File: src/verilog/csp_regs.vh
// Register map, field positions, reset values and fixed counts of the
// converter serial port. Definitions only; included by csp_port.v.
`ifndef CSP_REGS_VH
`define CSP_REGS_VH

// Byte addresses on the APB bus
`define CSP_CTRL1_ADDR 12'h000
`define CSP_CTRL2_ADDR 12'h004
`define CSP_CTRL3_ADDR 12'h008
`define CSP_STAT_ADDR 12'h00C
`define CSP_RXBUF_ADDR 12'h010
`define CSP_TXBUF_ADDR 12'h020

// port_control_one fields
`define CSP_EN_BIT 0
`define CSP_FSDIR_BIT 1
`define CSP_MODE_LSB 2
`define CSP_IDLE_BIT 4
`define CSP_CTRL1_RST 5'h0_0

// port_control_two fields
`define CSP_CKDIR_BIT 0
`define CSP_WS_LSB 4
`define CSP_FSG_LSB 8
`define CSP_CTRL2_RST 12'h0_000

// Bit clock divider
`define CSP_BCG_RST 12'h0_000

// Frame sync modes
`define CSP_MODE_MULTI 2'h0
`define CSP_MODE_I2S 2'h1
`define CSP_MODE_AC16 2'h2
`define CSP_MODE_AC20 2'h3

// Fixed link figures: 16-bit slots, 16 slots, 16-bit sync high time
`define CSP_AC_WS 4'hF
`define CSP_AC_FSG 4'hF
`define CSP_SLOT_LAST 2'h3

`endif

File: src/verilog/csp_port.v
// Converter serial port: APB registers, bit clock, frame sync, one shift
// register and a four-word shadow buffer per direction.
// Assumes pins pass through an external pad ring that resolves out/oe.
//
// The address map and the APB interface to the registers were chosen for this implementation.
`timescale 1ns/1ps
`default_nettype none
`include "csp_regs.vh"

// Functional notes
// - Enabled port owns all four pin directions
// - Bit clock pin direction follows direction bit
// - Data out pin driven while word transmits
// - Idle data out: low or released, selectable
// - Data in pin is input only
// - Frame sync delimits transfers, direction selectable
// - Engine uses shadow buffer, CPU its own
// - Buffer words held left-justified
// - Short receive words get zero low bits
// - Short transmit words ignore low bits
// - One 16-bit shift register, MSB first
// - Two-bit counter selects shadow word location
// - Receive address is zero then counter
// - Transmit address is one then counter
// - Single counter shared by both directions
// - Words to 16 bits, 16 slots per frame
// - Four words buffered each direction
// - Multi-channel, I2S and AC-link framing
// - Clearing enable resets counters except swap_cnt_reg, stops clocks
// - Word size field holds length minus one
// - Frame sync direction clear means master
module csp_port (
  input wire clock,
  input wire rst,
  input wire psel,
  input wire penable,
  input wire pwrite,
  input wire [11:0] paddr,
  input wire [31:0] pwdata,
  output reg [31:0] prdata,
  output reg pready,
  output reg pslverr,
  input wire serial_bit_clock_pin_in,
  output reg serial_bit_clock_pin_out,
  output reg serial_bit_clock_pin_oe,
  output reg serial_data_out_pin_out,
  output reg serial_data_out_pin_oe,
  input wire serial_data_in_pin_in,
  input wire frame_sync_pin_in,
  output reg frame_sync_pin_out,
  output reg frame_sync_pin_oe
);

  // Left-justify a received word of ws+1 bits, zero below it
  function [15:0] csp_justify;
    input [15:0] w;
    input [3:0] ws;
    begin
      csp_justify = w << (4'hF - ws);
    end
  endfunction

  // Master frame sync level for the bit about to be sent
  function csp_fs_level;
    input [1:0] mode;
    input [3:0] word;
    input [3:0] bitn;
    input [3:0] fsg;
    begin
      case (mode)
        `CSP_MODE_MULTI: csp_fs_level = (word == 4'h0) && (bitn == 4'h0);
        `CSP_MODE_I2S: csp_fs_level = ({1'b0, word} >= ({1'b0, fsg} + 5'h01) >> 1);
        default: csp_fs_level = (word == 4'h0);
      endcase
    end
  endfunction

  // Control registers
  reg port_enable_reg;
  reg frame_sync_direction_reg;
  reg [1:0] mode_reg;
  reg output_idle_mode_reg;
  reg bit_clock_direction_reg;
  reg [3:0] word_size_field_reg;
  reg [3:0] frame_len_reg;
  reg [11:0] bcg_reg;
  // CPU-visible buffers and the engine's shadow copy
  reg [15:0] cpu_tx_reg [0:3];
  reg [15:0] cpu_rx_reg [0:3];
  reg [15:0] shadow_reg [0:7];
  // Engine state
  reg [15:0] shift_reg;
  reg [1:0] slot_reg;
  reg [3:0] bit_cnt_reg;
  reg [3:0] word_cnt_reg;
  reg in_frame_reg;
  reg loaded_reg;
  reg fs_prev_reg;
  reg [7:0] swap_cnt_reg;
  reg [11:0] div_reg;
  reg sck_gen_reg;
  // Pin synchronisers
  reg sck_s1_reg, sck_s2_reg, sck_s3_reg;
  reg sdi_s1_reg, sdi_s2_reg;
  reg fs_s1_reg, fs_s2_reg;
  integer i;

  wire master_clk = !bit_clock_direction_reg;
  wire fs_master = !frame_sync_direction_reg;
  wire ac_mode = mode_reg[1];
  wire [3:0] ws_eff = ac_mode ? `CSP_AC_WS : word_size_field_reg;
  wire [3:0] fsg_eff = ac_mode ? `CSP_AC_FSG : frame_len_reg;
  wire gen_tick = (bcg_reg != 12'h0_000) && (div_reg == bcg_reg);
  // Edge events of whichever bit clock is in use
  wire bit_rise = master_clk ? (gen_tick && !sck_gen_reg) : (sck_s2_reg && !sck_s3_reg);
  wire bit_fall = master_clk ? (gen_tick && sck_gen_reg) : (!sck_s2_reg && sck_s3_reg);
  wire active = fs_master || in_frame_reg;
  wire word_done = bit_rise && active && loaded_reg && (bit_cnt_reg == ws_eff);
  wire [15:0] rx_word = csp_justify({shift_reg[14:0], sdi_s2_reg}, ws_eff);
  wire [2:0] tx_addr = {1'b1, slot_reg};
  wire [2:0] rx_addr = {1'b0, slot_reg};
  wire fs_edge = fs_s2_reg != fs_prev_reg;
  wire slave_start = (mode_reg == `CSP_MODE_I2S) ? fs_edge : fs_s2_reg;

  // APB decode; one wait state so read data leaves a flip-flop
  wire apb_acc = psel && penable;
  wire is_buf = (paddr[11:4] == 8'h01) || (paddr[11:4] == 8'h02);
  wire mapped = (paddr[1:0] == 2'h0) && ((paddr[11:4] == 8'h00) || is_buf);
  wire do_write = apb_acc && pready && pwrite && mapped;
  reg [31:0] rd_mux;

  // Read mux over all registers
  always @* begin
    rd_mux = 32'h0000_0000;
    case (paddr[11:4])
      8'h00: begin
        case (paddr[3:2])
          2'h0: rd_mux = {27'h000_0000, output_idle_mode_reg, mode_reg,
                          frame_sync_direction_reg, port_enable_reg};
          2'h1: rd_mux = {20'h0_0000, frame_len_reg, word_size_field_reg,
                          3'h0, bit_clock_direction_reg};
          2'h2: rd_mux = {20'h0_0000, bcg_reg};
          default: rd_mux = {8'h00, swap_cnt_reg, word_cnt_reg, bit_cnt_reg,
                             1'b0, loaded_reg, in_frame_reg, 1'b0, 2'h0, slot_reg};
        endcase
      end
      8'h01: rd_mux = {16'h0000, cpu_rx_reg[paddr[3:2]]};
      8'h02: rd_mux = {16'h0000, cpu_tx_reg[paddr[3:2]]};
      default: rd_mux = 32'h0000_0000;
    endcase
  end

  // APB slave handshake and control register writes
  always @(posedge clock or posedge rst) begin
    if (rst) begin
      pready <= 1'b0;
      pslverr <= 1'b0;
      prdata <= 32'h0000_0000;
      port_enable_reg <= 1'b0;
      frame_sync_direction_reg <= 1'b0;
      mode_reg <= 2'h0;
      output_idle_mode_reg <= 1'b0;
      bit_clock_direction_reg <= 1'b0;
      word_size_field_reg <= 4'h0;
      frame_len_reg <= 4'h0;
      bcg_reg <= `CSP_BCG_RST;
      for (i = 0; i < 4; i = i + 1)
        cpu_tx_reg[i] <= 16'h0000;
    end else begin
      if (apb_acc && !pready) begin
        pready <= 1'b1;
        pslverr <= !mapped || (pwrite && paddr[11:4] == 8'h01) ||
                   (pwrite && paddr[11:2] == 10'h003);
        prdata <= mapped ? rd_mux : 32'h0000_0000;
      end else begin
        pready <= 1'b0;
        pslverr <= 1'b0;
      end
      // Writes land only at the edge that completes the access
      if (do_write) begin
        if (paddr[11:2] == 10'h000) begin
          port_enable_reg <= pwdata[`CSP_EN_BIT];
          frame_sync_direction_reg <= pwdata[`CSP_FSDIR_BIT];
          mode_reg <= pwdata[`CSP_MODE_LSB +: 2];
          output_idle_mode_reg <= pwdata[`CSP_IDLE_BIT];
        end
        if (paddr[11:2] == 10'h001) begin
          bit_clock_direction_reg <= pwdata[`CSP_CKDIR_BIT];
          word_size_field_reg <= pwdata[`CSP_WS_LSB +: 4];
          frame_len_reg <= pwdata[`CSP_FSG_LSB +: 4];
        end
        if (paddr[11:2] == 10'h002)
          bcg_reg <= pwdata[11:0];
        // Low bits stored but never shifted out for short words
        if (paddr[11:4] == 8'h02)
          cpu_tx_reg[paddr[3:2]] <= pwdata[15:0];
      end
    end
  end

  // Pin synchronisers; first stages feed only second stages
  always @(posedge clock or posedge rst) begin
    if (rst) begin
      sck_s1_reg <= 1'b0;
      sck_s2_reg <= 1'b0;
      sck_s3_reg <= 1'b0;
      sdi_s1_reg <= 1'b0;
      sdi_s2_reg <= 1'b0;
      fs_s1_reg <= 1'b0;
      fs_s2_reg <= 1'b0;
    end else begin
      sck_s1_reg <= serial_bit_clock_pin_in;
      sck_s2_reg <= sck_s1_reg;
      sck_s3_reg <= sck_s2_reg;
      sdi_s1_reg <= serial_data_in_pin_in;
      sdi_s2_reg <= sdi_s1_reg;
      fs_s1_reg <= frame_sync_pin_in;
      fs_s2_reg <= fs_s1_reg;
    end
  end

  // Bit clock divider: half period of bcg+1 clocks, stopped when disabled
  always @(posedge clock or posedge rst) begin
    if (rst) begin
      div_reg <= 12'h0_000;
      sck_gen_reg <= 1'b0;
    end else if (!port_enable_reg || bcg_reg == 12'h0_000) begin
      div_reg <= 12'h0_000;
      sck_gen_reg <= 1'b0;
    end else if (gen_tick) begin
      div_reg <= 12'h0_000;
      sck_gen_reg <= !sck_gen_reg;
    end else begin
      div_reg <= div_reg + 12'h0_001;
    end
  end

  // Pin direction and pin output flops
  always @(posedge clock or posedge rst) begin
    if (rst) begin
      serial_bit_clock_pin_out <= 1'b0;
      serial_bit_clock_pin_oe <= 1'b0;
      frame_sync_pin_oe <= 1'b0;
    end else begin
      // Disabled port leaves the pins to general port logic
      serial_bit_clock_pin_oe <= port_enable_reg && master_clk;
      serial_bit_clock_pin_out <= sck_gen_reg;
      frame_sync_pin_oe <= port_enable_reg && fs_master;
    end
  end

  // Serial engine: shift path, framing, shadow buffer and slot counter
  always @(posedge clock or posedge rst) begin
    if (rst) begin
      shift_reg <= 16'h0000;
      slot_reg <= 2'h0;
      bit_cnt_reg <= 4'h0;
      word_cnt_reg <= 4'h0;
      in_frame_reg <= 1'b0;
      loaded_reg <= 1'b0;
      fs_prev_reg <= 1'b0;
      swap_cnt_reg <= 8'h00;
      serial_data_out_pin_out <= 1'b0;
      serial_data_out_pin_oe <= 1'b0;
      frame_sync_pin_out <= 1'b0;
      for (i = 0; i < 4; i = i + 1)
        cpu_rx_reg[i] <= 16'h0000;
      for (i = 0; i < 8; i = i + 1)
        shadow_reg[i] <= 16'h0000;
    end else if (!port_enable_reg) begin
      // Disable acts as a module reset of all counters except swap_cnt_reg
      slot_reg <= 2'h0;
      bit_cnt_reg <= 4'h0;
      word_cnt_reg <= 4'h0;
      in_frame_reg <= 1'b0;
      loaded_reg <= 1'b0;
      fs_prev_reg <= 1'b0;
      serial_data_out_pin_out <= 1'b0;
      serial_data_out_pin_oe <= 1'b0;
      frame_sync_pin_out <= 1'b0;
    end else begin
      // No word in flight: idle level at once, even before any bit clock edge
      if (!(active && loaded_reg)) begin
        serial_data_out_pin_out <= 1'b0;
        serial_data_out_pin_oe <= !output_idle_mode_reg;
      end
      // Transmit side changes on the falling bit clock edge
      if (bit_fall) begin
        if (active) begin
          if (bit_cnt_reg == 4'h0) begin
            shift_reg <= shadow_reg[tx_addr];
            serial_data_out_pin_out <= shadow_reg[tx_addr][15];
            loaded_reg <= 1'b1;
          end else begin
            serial_data_out_pin_out <= shift_reg[15];
          end
          serial_data_out_pin_oe <= 1'b1;
          if (fs_master)
            frame_sync_pin_out <= csp_fs_level(mode_reg, word_cnt_reg,
                                               bit_cnt_reg, fsg_eff);
        end else begin
          // Idle bit period: drive low or release the line
          serial_data_out_pin_out <= 1'b0;
          serial_data_out_pin_oe <= !output_idle_mode_reg;
        end
      end
      // Receive side samples on the rising bit clock edge
      if (bit_rise) begin
        fs_prev_reg <= fs_s2_reg;
        if (!fs_master && !in_frame_reg && slave_start)
          in_frame_reg <= 1'b1;
        if (active && loaded_reg) begin
          shift_reg <= {shift_reg[14:0], sdi_s2_reg};
          bit_cnt_reg <= bit_cnt_reg + 4'h1;
        end
        if (word_done) begin
          bit_cnt_reg <= 4'h0;
          slot_reg <= slot_reg + 2'h1;
          shadow_reg[rx_addr] <= rx_word;
          if (word_cnt_reg == fsg_eff) begin
            word_cnt_reg <= 4'h0;
            if (!fs_master) begin
              in_frame_reg <= 1'b0;
              loaded_reg <= 1'b0;
            end
          end else begin
            word_cnt_reg <= word_cnt_reg + 4'h1;
          end
          // After the fourth word hand buffers across in one edge
          if (slot_reg == `CSP_SLOT_LAST) begin
            swap_cnt_reg <= swap_cnt_reg + 8'h01;
            for (i = 0; i < 3; i = i + 1)
              cpu_rx_reg[i] <= shadow_reg[i];
            cpu_rx_reg[3] <= rx_word;
            for (i = 0; i < 4; i = i + 1)
              shadow_reg[4 + i] <= cpu_tx_reg[i];
          end
        end
      end
    end
  end

endmodule // csp_port
`default_nettype wire

File: config.mk
export PLATFORM = sky130hd
export DESIGN_NAME = csp_port
export DESIGN_NICKNAME = d
export VERILOG_FILES = /design/src/verilog/csp_port.v
export VERILOG_INCLUDE_DIRS = /design/src /design/src/verilog
export SDC_FILE = /design/constraint.sdc
export NUM_CORES = 1
export LEC_CHECK = 0
export ABC_AREA = 1
export BUFFER_PORTS_ARGS = -buffer_cell sky130_fd_sc_hd__buf_2
export CORE_MARGIN = 5
export CORE_UTILIZATION = 37
export CTS_CLUSTER_DIAMETER = 100
export DETAILED_ROUTE_END_ITERATION = 6
export PLACE_DENSITY = 0.49
export SYNTH_ARGS = -nofsm -noshare
export SYNTH_HDL_FRONTEND = slang
export SYNTH_SLANG_ARGS = --single-unit
File: constraint.sdc
create_clock -name clock -period 21.6 [get_ports clock]
set_clock_uncertainty 0.1 [all_clocks]
set_input_delay 2.16 -clock clock [delete_from_list [all_inputs] [get_ports clock]]
set_output_delay 2.16 -clock clock [all_outputs]
set_load 0.01 [all_outputs]
Word-level counts from Yosys, hierarchy flattened
Index checks and enable logic that the tools add are counted.

Bits in registers: 379. Bits of input ports: 52.

Add/subtract/negate cells: 7. Reduce and logical (&&, ||, !) cells: 59. Mux-type cells: 76. Magnitude comparators: 6. Shift operators: 1. Bitwise operators: 3. Eq/ne operators: 20.

Operators by type and width (number): 16-bit 2-to-1 mux (13); 128-bit bitwise mux (1); 32-bit case mux with 3 select lines (1); 24-bit case mux with 3 select lines (1); 16-bit binary-select mux with 2-bit select (2); 64-bit bitwise mux (1); 64-bit 2-to-1 mux (1); 16-bit binary-select mux with 3-bit select (1); 16-bit demux with 3-bit select (1); 4-bit 2-to-1 mux (10); 1-bit 2-to-1 mux (36); 16-bit demux with 2-bit select (1); 32-bit 2-to-1 mux (1); 1-bit logical AND (24); 12-bit 2-to-1 mux (2); 10-bit by 2-bit equality test with 1-bit output, second input constant (2); 16-bit by 4-bit left shift with 16-bit output (1); 12-bit by 1-bit adder with 12-bit output, second input constant (1); 12-bit equality test (1); 12-bit logical NOT (1); 2-bit AND reduction (6); 12-bit nonzero test (1); 10-bit by 1-bit equality test with 1-bit output, second input constant (1); 1-bit logical NOT (10); other kinds (33) (52).

Logic depth before layout (Yosys ltp)
Word-level depth: 10. Mapped depth: 14. Depth with buffers taken out: 13.

Worst setup path after synthesis
No wires, ideal clock.

Kind: input to register. From: input paddr[10]. To: register bit_clock_direction_reg. Library setup time: 126 ps. Setup slack: 17740 ps. Data required time: 21374 ps. Arrival time: 3634 ps. Cell stages on the path: 12. Path through: inv_2 > nand2_2 > nor3_1 > and2_1 > inv_2 > nand3_1 > nand2_1 > inv_2 > nand2_2 > nor3_2 > clkbuf_2 > o21ai_0.

Cells in the longest elaborated chain, start to end: 6. Elaborated cells on any way between the ends: 9. Classes of those cells: 3 x eq/ne; 6 x reduce/logical.

RTL lines: start, declared (RTL line csp_port.v:38) `input wire [11:0] paddr,`; 8-bit by 1-bit equality test with 1-bit output or 8-bit by 2-bit equality test with 1-bit output (tied branches) (RTL line csp_port.v:127) `wire is_buf = (paddr[11:4] == 8'h01) || (paddr[11:4] == 8'h02);`; 1-bit logical OR (RTL line csp_port.v:127); 1-bit logical OR (RTL line csp_port.v:128) `wire mapped = (paddr[1:0] == 2'h0) && ((paddr[11:4] == 8'h00) || is_buf);`; 1-bit logical AND (RTL line csp_port.v:128); 1-bit logical AND (RTL line csp_port.v:129) `wire do_write = apb_acc && pready && pwrite && mapped;`; 2-bit AND reduction (no line) (*); end signal, assigned (RTL line csp_port.v:188) `` bit_clock_direction_reg <= pwdata[`CSP_CKDIR_BIT]; ``; end, declared (RTL line csp_port.v:83) `reg bit_clock_direction_reg;`.

Every way passes the cells marked *; elsewhere a longest branch is shown, timed or not. A chain may end at the register's enable or synchronous reset.

Worst setup path after layout
From: input paddr[10]. To: register cpu_tx_reg[36] (netlist bit).

Cells in the longest elaborated chain, start to end: 6. Elaborated cells on any way between the ends: 8. Classes of those cells: 2 x eq/ne; 6 x reduce/logical.

RTL lines: 8-bit by 1-bit equality test with 1-bit output or 8-bit by 2-bit equality test with 1-bit output (tied branches) (RTL line csp_port.v:127, csp_port.v:195); 1-bit logical OR (RTL line csp_port.v:127); 1-bit logical OR (RTL line csp_port.v:128); 1-bit logical AND (RTL line csp_port.v:128); 1-bit logical AND (RTL line csp_port.v:129); 2-bit AND reduction (no line) (*); end signal, assigned by index (RTL line csp_port.v:196) `cpu_tx_reg[paddr[3:2]] <= pwdata[15:0];`; end, declared (RTL line csp_port.v:88) `reg [15:0] cpu_tx_reg [0:3];`.

Marks and branches as above.

==> impl_metrics.json <==
{
  "ys_seq_area_frac": 0.469,
  "seqPwrFrac": 0.416,
  "initial_utilization": 0.372,
  "drc_errors": 0,
  "antenna_found_initial": 4,
  "dieArea_um2": 55900,
  "drt-total-wl_um": 62900,
  "gp_congestion": 0.861,
  "cp-start-kind": "input port",
  "viasPerCell": 5.23,
  "total_leakage_power_nw": 10.5,
  "cts_made_buffers": 44,
  "dp.cells": 3043,
  "nNetsFinal": 2476,
  "holdWs_ns": 0.237,
  "cts_resized": 0,
  "hpwl_um": 39200,
  "hold_path_end": "sck_s2_reg$_DFF_PP0_",
  "yosysWarnings": 0,
  "drt_iter0_drc": 1338,
  "fin_crit_ns": 5.04,
  "fmax_mhz": 198,
  "ff_latch_area_um2": 8880,
  "core_um2": 51000,
  "switching_share": 0.289,
  "cts_hold_buf": 0,
  "htree_levels": 2,
  "placementRows": 83,
  "drive_gt1_frac": 0.0803,
  "synth.avg_cell_area_um2": 7.82,
  "ys_types": 49,
  "reg2reg_to": "shadow_reg[104]$_DFFE_PP0P_",
  "reg2regPathDepth": 10,
  "n_fill_cell": 5251,
  "yosys.area.top_type": "dfrtp_1",
  "die_h_um": 236,
  "r2r_start": "mode_reg[1]$_DFFE_PP0P_",
  "cts.path.max_buffers": 3,
  "drtPass1Iterations": 5,
  "finalMaxSlewViolations": 0,
  "cp.required_ns": 21.96,
  "vias": 16335,
  "synth_cells": 2423,
  "reg2reg_slack_ns": 16.85,
  "cp.arrival_ns": 5.40,
  "synth_top_area_share": 0.469,
  "hold_viol": 0,
  "p_sw_uw": 499,
  "overflow": 0,
  "p_per_area_nw_per_um2": 81.7,
  "relSlewSlack": 0.167,
  "yosys-top-cells-area": "dfrtp_1 (47%), nand2_1 (13%), nand3_1 (8.1%), o21bai_1 (7.3%), inv_1 (5.8%)",
  "min_path_type": "reg -> reg",
  "clock_latency_ns": 0.60,
  "worst_pin_slew_ns": 1.24,
  "cts_sinks": 355,
  "io_pins": 92,
  "peakVddDrop_mv": 0.0555,
  "internal_power_mw": 1.23,
  "clk_pin_slew_worst_paths_ns": 0.06,
  "wire_per_inst_um": 20.1,
  "grt_pass1_vias": 15991,
  "tns_ns": 0,
  "final_core_util": 0.415,
  "fin_ws_ns": 16.56,
  "post-cts-setup-buffer-count": 0,
  "setup_violations": 0,
  "drv_cap": 0,
  "synth_area_um2": 19000,
  "placed_area_um2": 19600,
  "rsz0062_at_grt": "false",
  "outcome": "finished, final reports clean",
  "async_flop_share": 1.00,
  "ant_nets": 0,
  "instances_no_fill": 3122,
  "pwr-share-comb": 0.129,
  "p_clk_frac": 0.455,
  "cts_tree": "done",
  "hold-path-cell-count": 0,
  "ys_seq_elements": 355,
  "design_area_um2": 21200,
  "period_share": 0.233,
  "track_usage": 0.221,
  "total_power_mw": 1.73,
  "synthFlopType": "dfrtp_1",
  "largest_reg_flops": 112,
  "area_growth_pct": 11.7,
  "dieWidth_um": 236,
  "dpl_worst_slack_ns": 16.04,
  "placement.io_buffers": 67,
  "synth_edf_count": 0,
  "multiInputGateArea_um2": 8190,
  "crit_path_max_fanout": 68,
  "grt_pass1_wl_um": 97700,
  "crit_path_end_kind": "flip-flop",
  "root_buffer": "clkbuf_16",
  "grt_max_degree": 123,
  "crit_type": "in -> reg",
  "min_from": "sck_s1_reg$_DFF_PP0_"
}
layout make-up:
class | instances | area share
inverters | 305 | 0.0546
clock inverters | 16 | 0.0116
diodes | 2 | 0.000236
clock buffers | 61 | 0.0599
flip-flops and latches | 355 | 0.420
multi-input cells | 1605 | 0.387
well taps | 680 | 0.0402
repair buffers | 98 | 0.0268
power groups by stage:
| stage | registers (mW) | logic [mW] | clock network [mW] |
|---|---|---|---|
| 3_5_place_dp | 0.730 | 0.223 | 0 |
| 6_report | 0.719 | 0.224 | 0.787 |
| 3_3_place_gp | 0.729 | 0.221 | 0 |
| 5_1_grt | 0.722 | 0.252 | 0.828 |
| 4_1_cts | 0.718 | 0.224 | 0.804 |
| 2_1_floorplan | 0.719 | 0.146 | 0 |
layer usage:
metal	vias to the layer above	part of all wire	GRT usage
met5	-	0.00075	0
met4	6	0.040	0.0808
met3	123	0.061	0.0497
met2	442	0.45	0.339
met1	7924	0.45	0.308
li1	7840	-	-
worst max-delay path by stage:
stage	startpoint	to	slack [ns]	depth (start not counted)
6_report	paddr[10]	cpu_tx_reg[36]$_DFFE_PP0P_	16.56	15
5_1_grt	paddr[10]	cpu_tx_reg[63]$_DFFE_PP0P_	16.38	15
4_1_cts	paddr[10]	cpu_tx_reg[44]$_DFFE_PP0P_	16.64	15
3_5_place_dp	paddr[10]	cpu_tx_reg[44]$_DFFE_PP0P_	16.04	15
3_3_place_gp	paddr[10]	cpu_tx_reg[45]$_DFFE_PP0P_	16.08	15
2_1_floorplan	rst	bcg_reg[0]$_DFFE_PP0P_	9.49	1
cells by family after synthesis:
group / count (synthesis) / synth area share
buffers and inverters: 470 / 0.103
other: 1 / 0.000198
DFF: 355 / 0.469
muxes: 3 / 0.00158
AOI/OAI and AO/OA: 447 / 0.156
xor gates and xnor gates: 26 / 0.0120
and+or+nand+nor: 1106 / 0.249
adders and majority gates: 15 / 0.00990
synth_stat cells (15+ instances only):
master / instances
nand2_1: 664
o21ai_0: 116
inv_1: 293
o21bai_1: 184
nand3_1: 308
nand4_1: 27
nor2_1: 72
dfrtp_1: 355
buf_1: 15
buf_2: 25
ha_1: 15
buf_6: 17
xor2_1: 24
a21oi_1: 45
o22ai_1: 36
clkbuf_1: 99
worst max-delay path, cell delays in order:
cell and delay [ns]:
buf_2 0.10, inv_2 0.04, nand2_2 0.09, nor3_1 0.27
and2_1 0.25, inv_2 0.23, nand3_1 0.14, nand2_1 0.08
inv_2 0.06, nand2_2 0.10, nor2_4 0.09, buf_4 0.55
nand2_1 0.80, nand2_1 0.26, nand2_1 0.07
placed cells by master (no fill, tap or decap), drive strengths merged, types with 36 or more instances in the layout:
master / count
o22ai: 36
clkbuf: 61
o21bai: 184
nor2: 78
nand3: 309
inv: 301
o21ai: 116
nand2: 667
dfrtp: 355
buf: 98
a21oi: 45
Power figures use the tool's default switching activity.
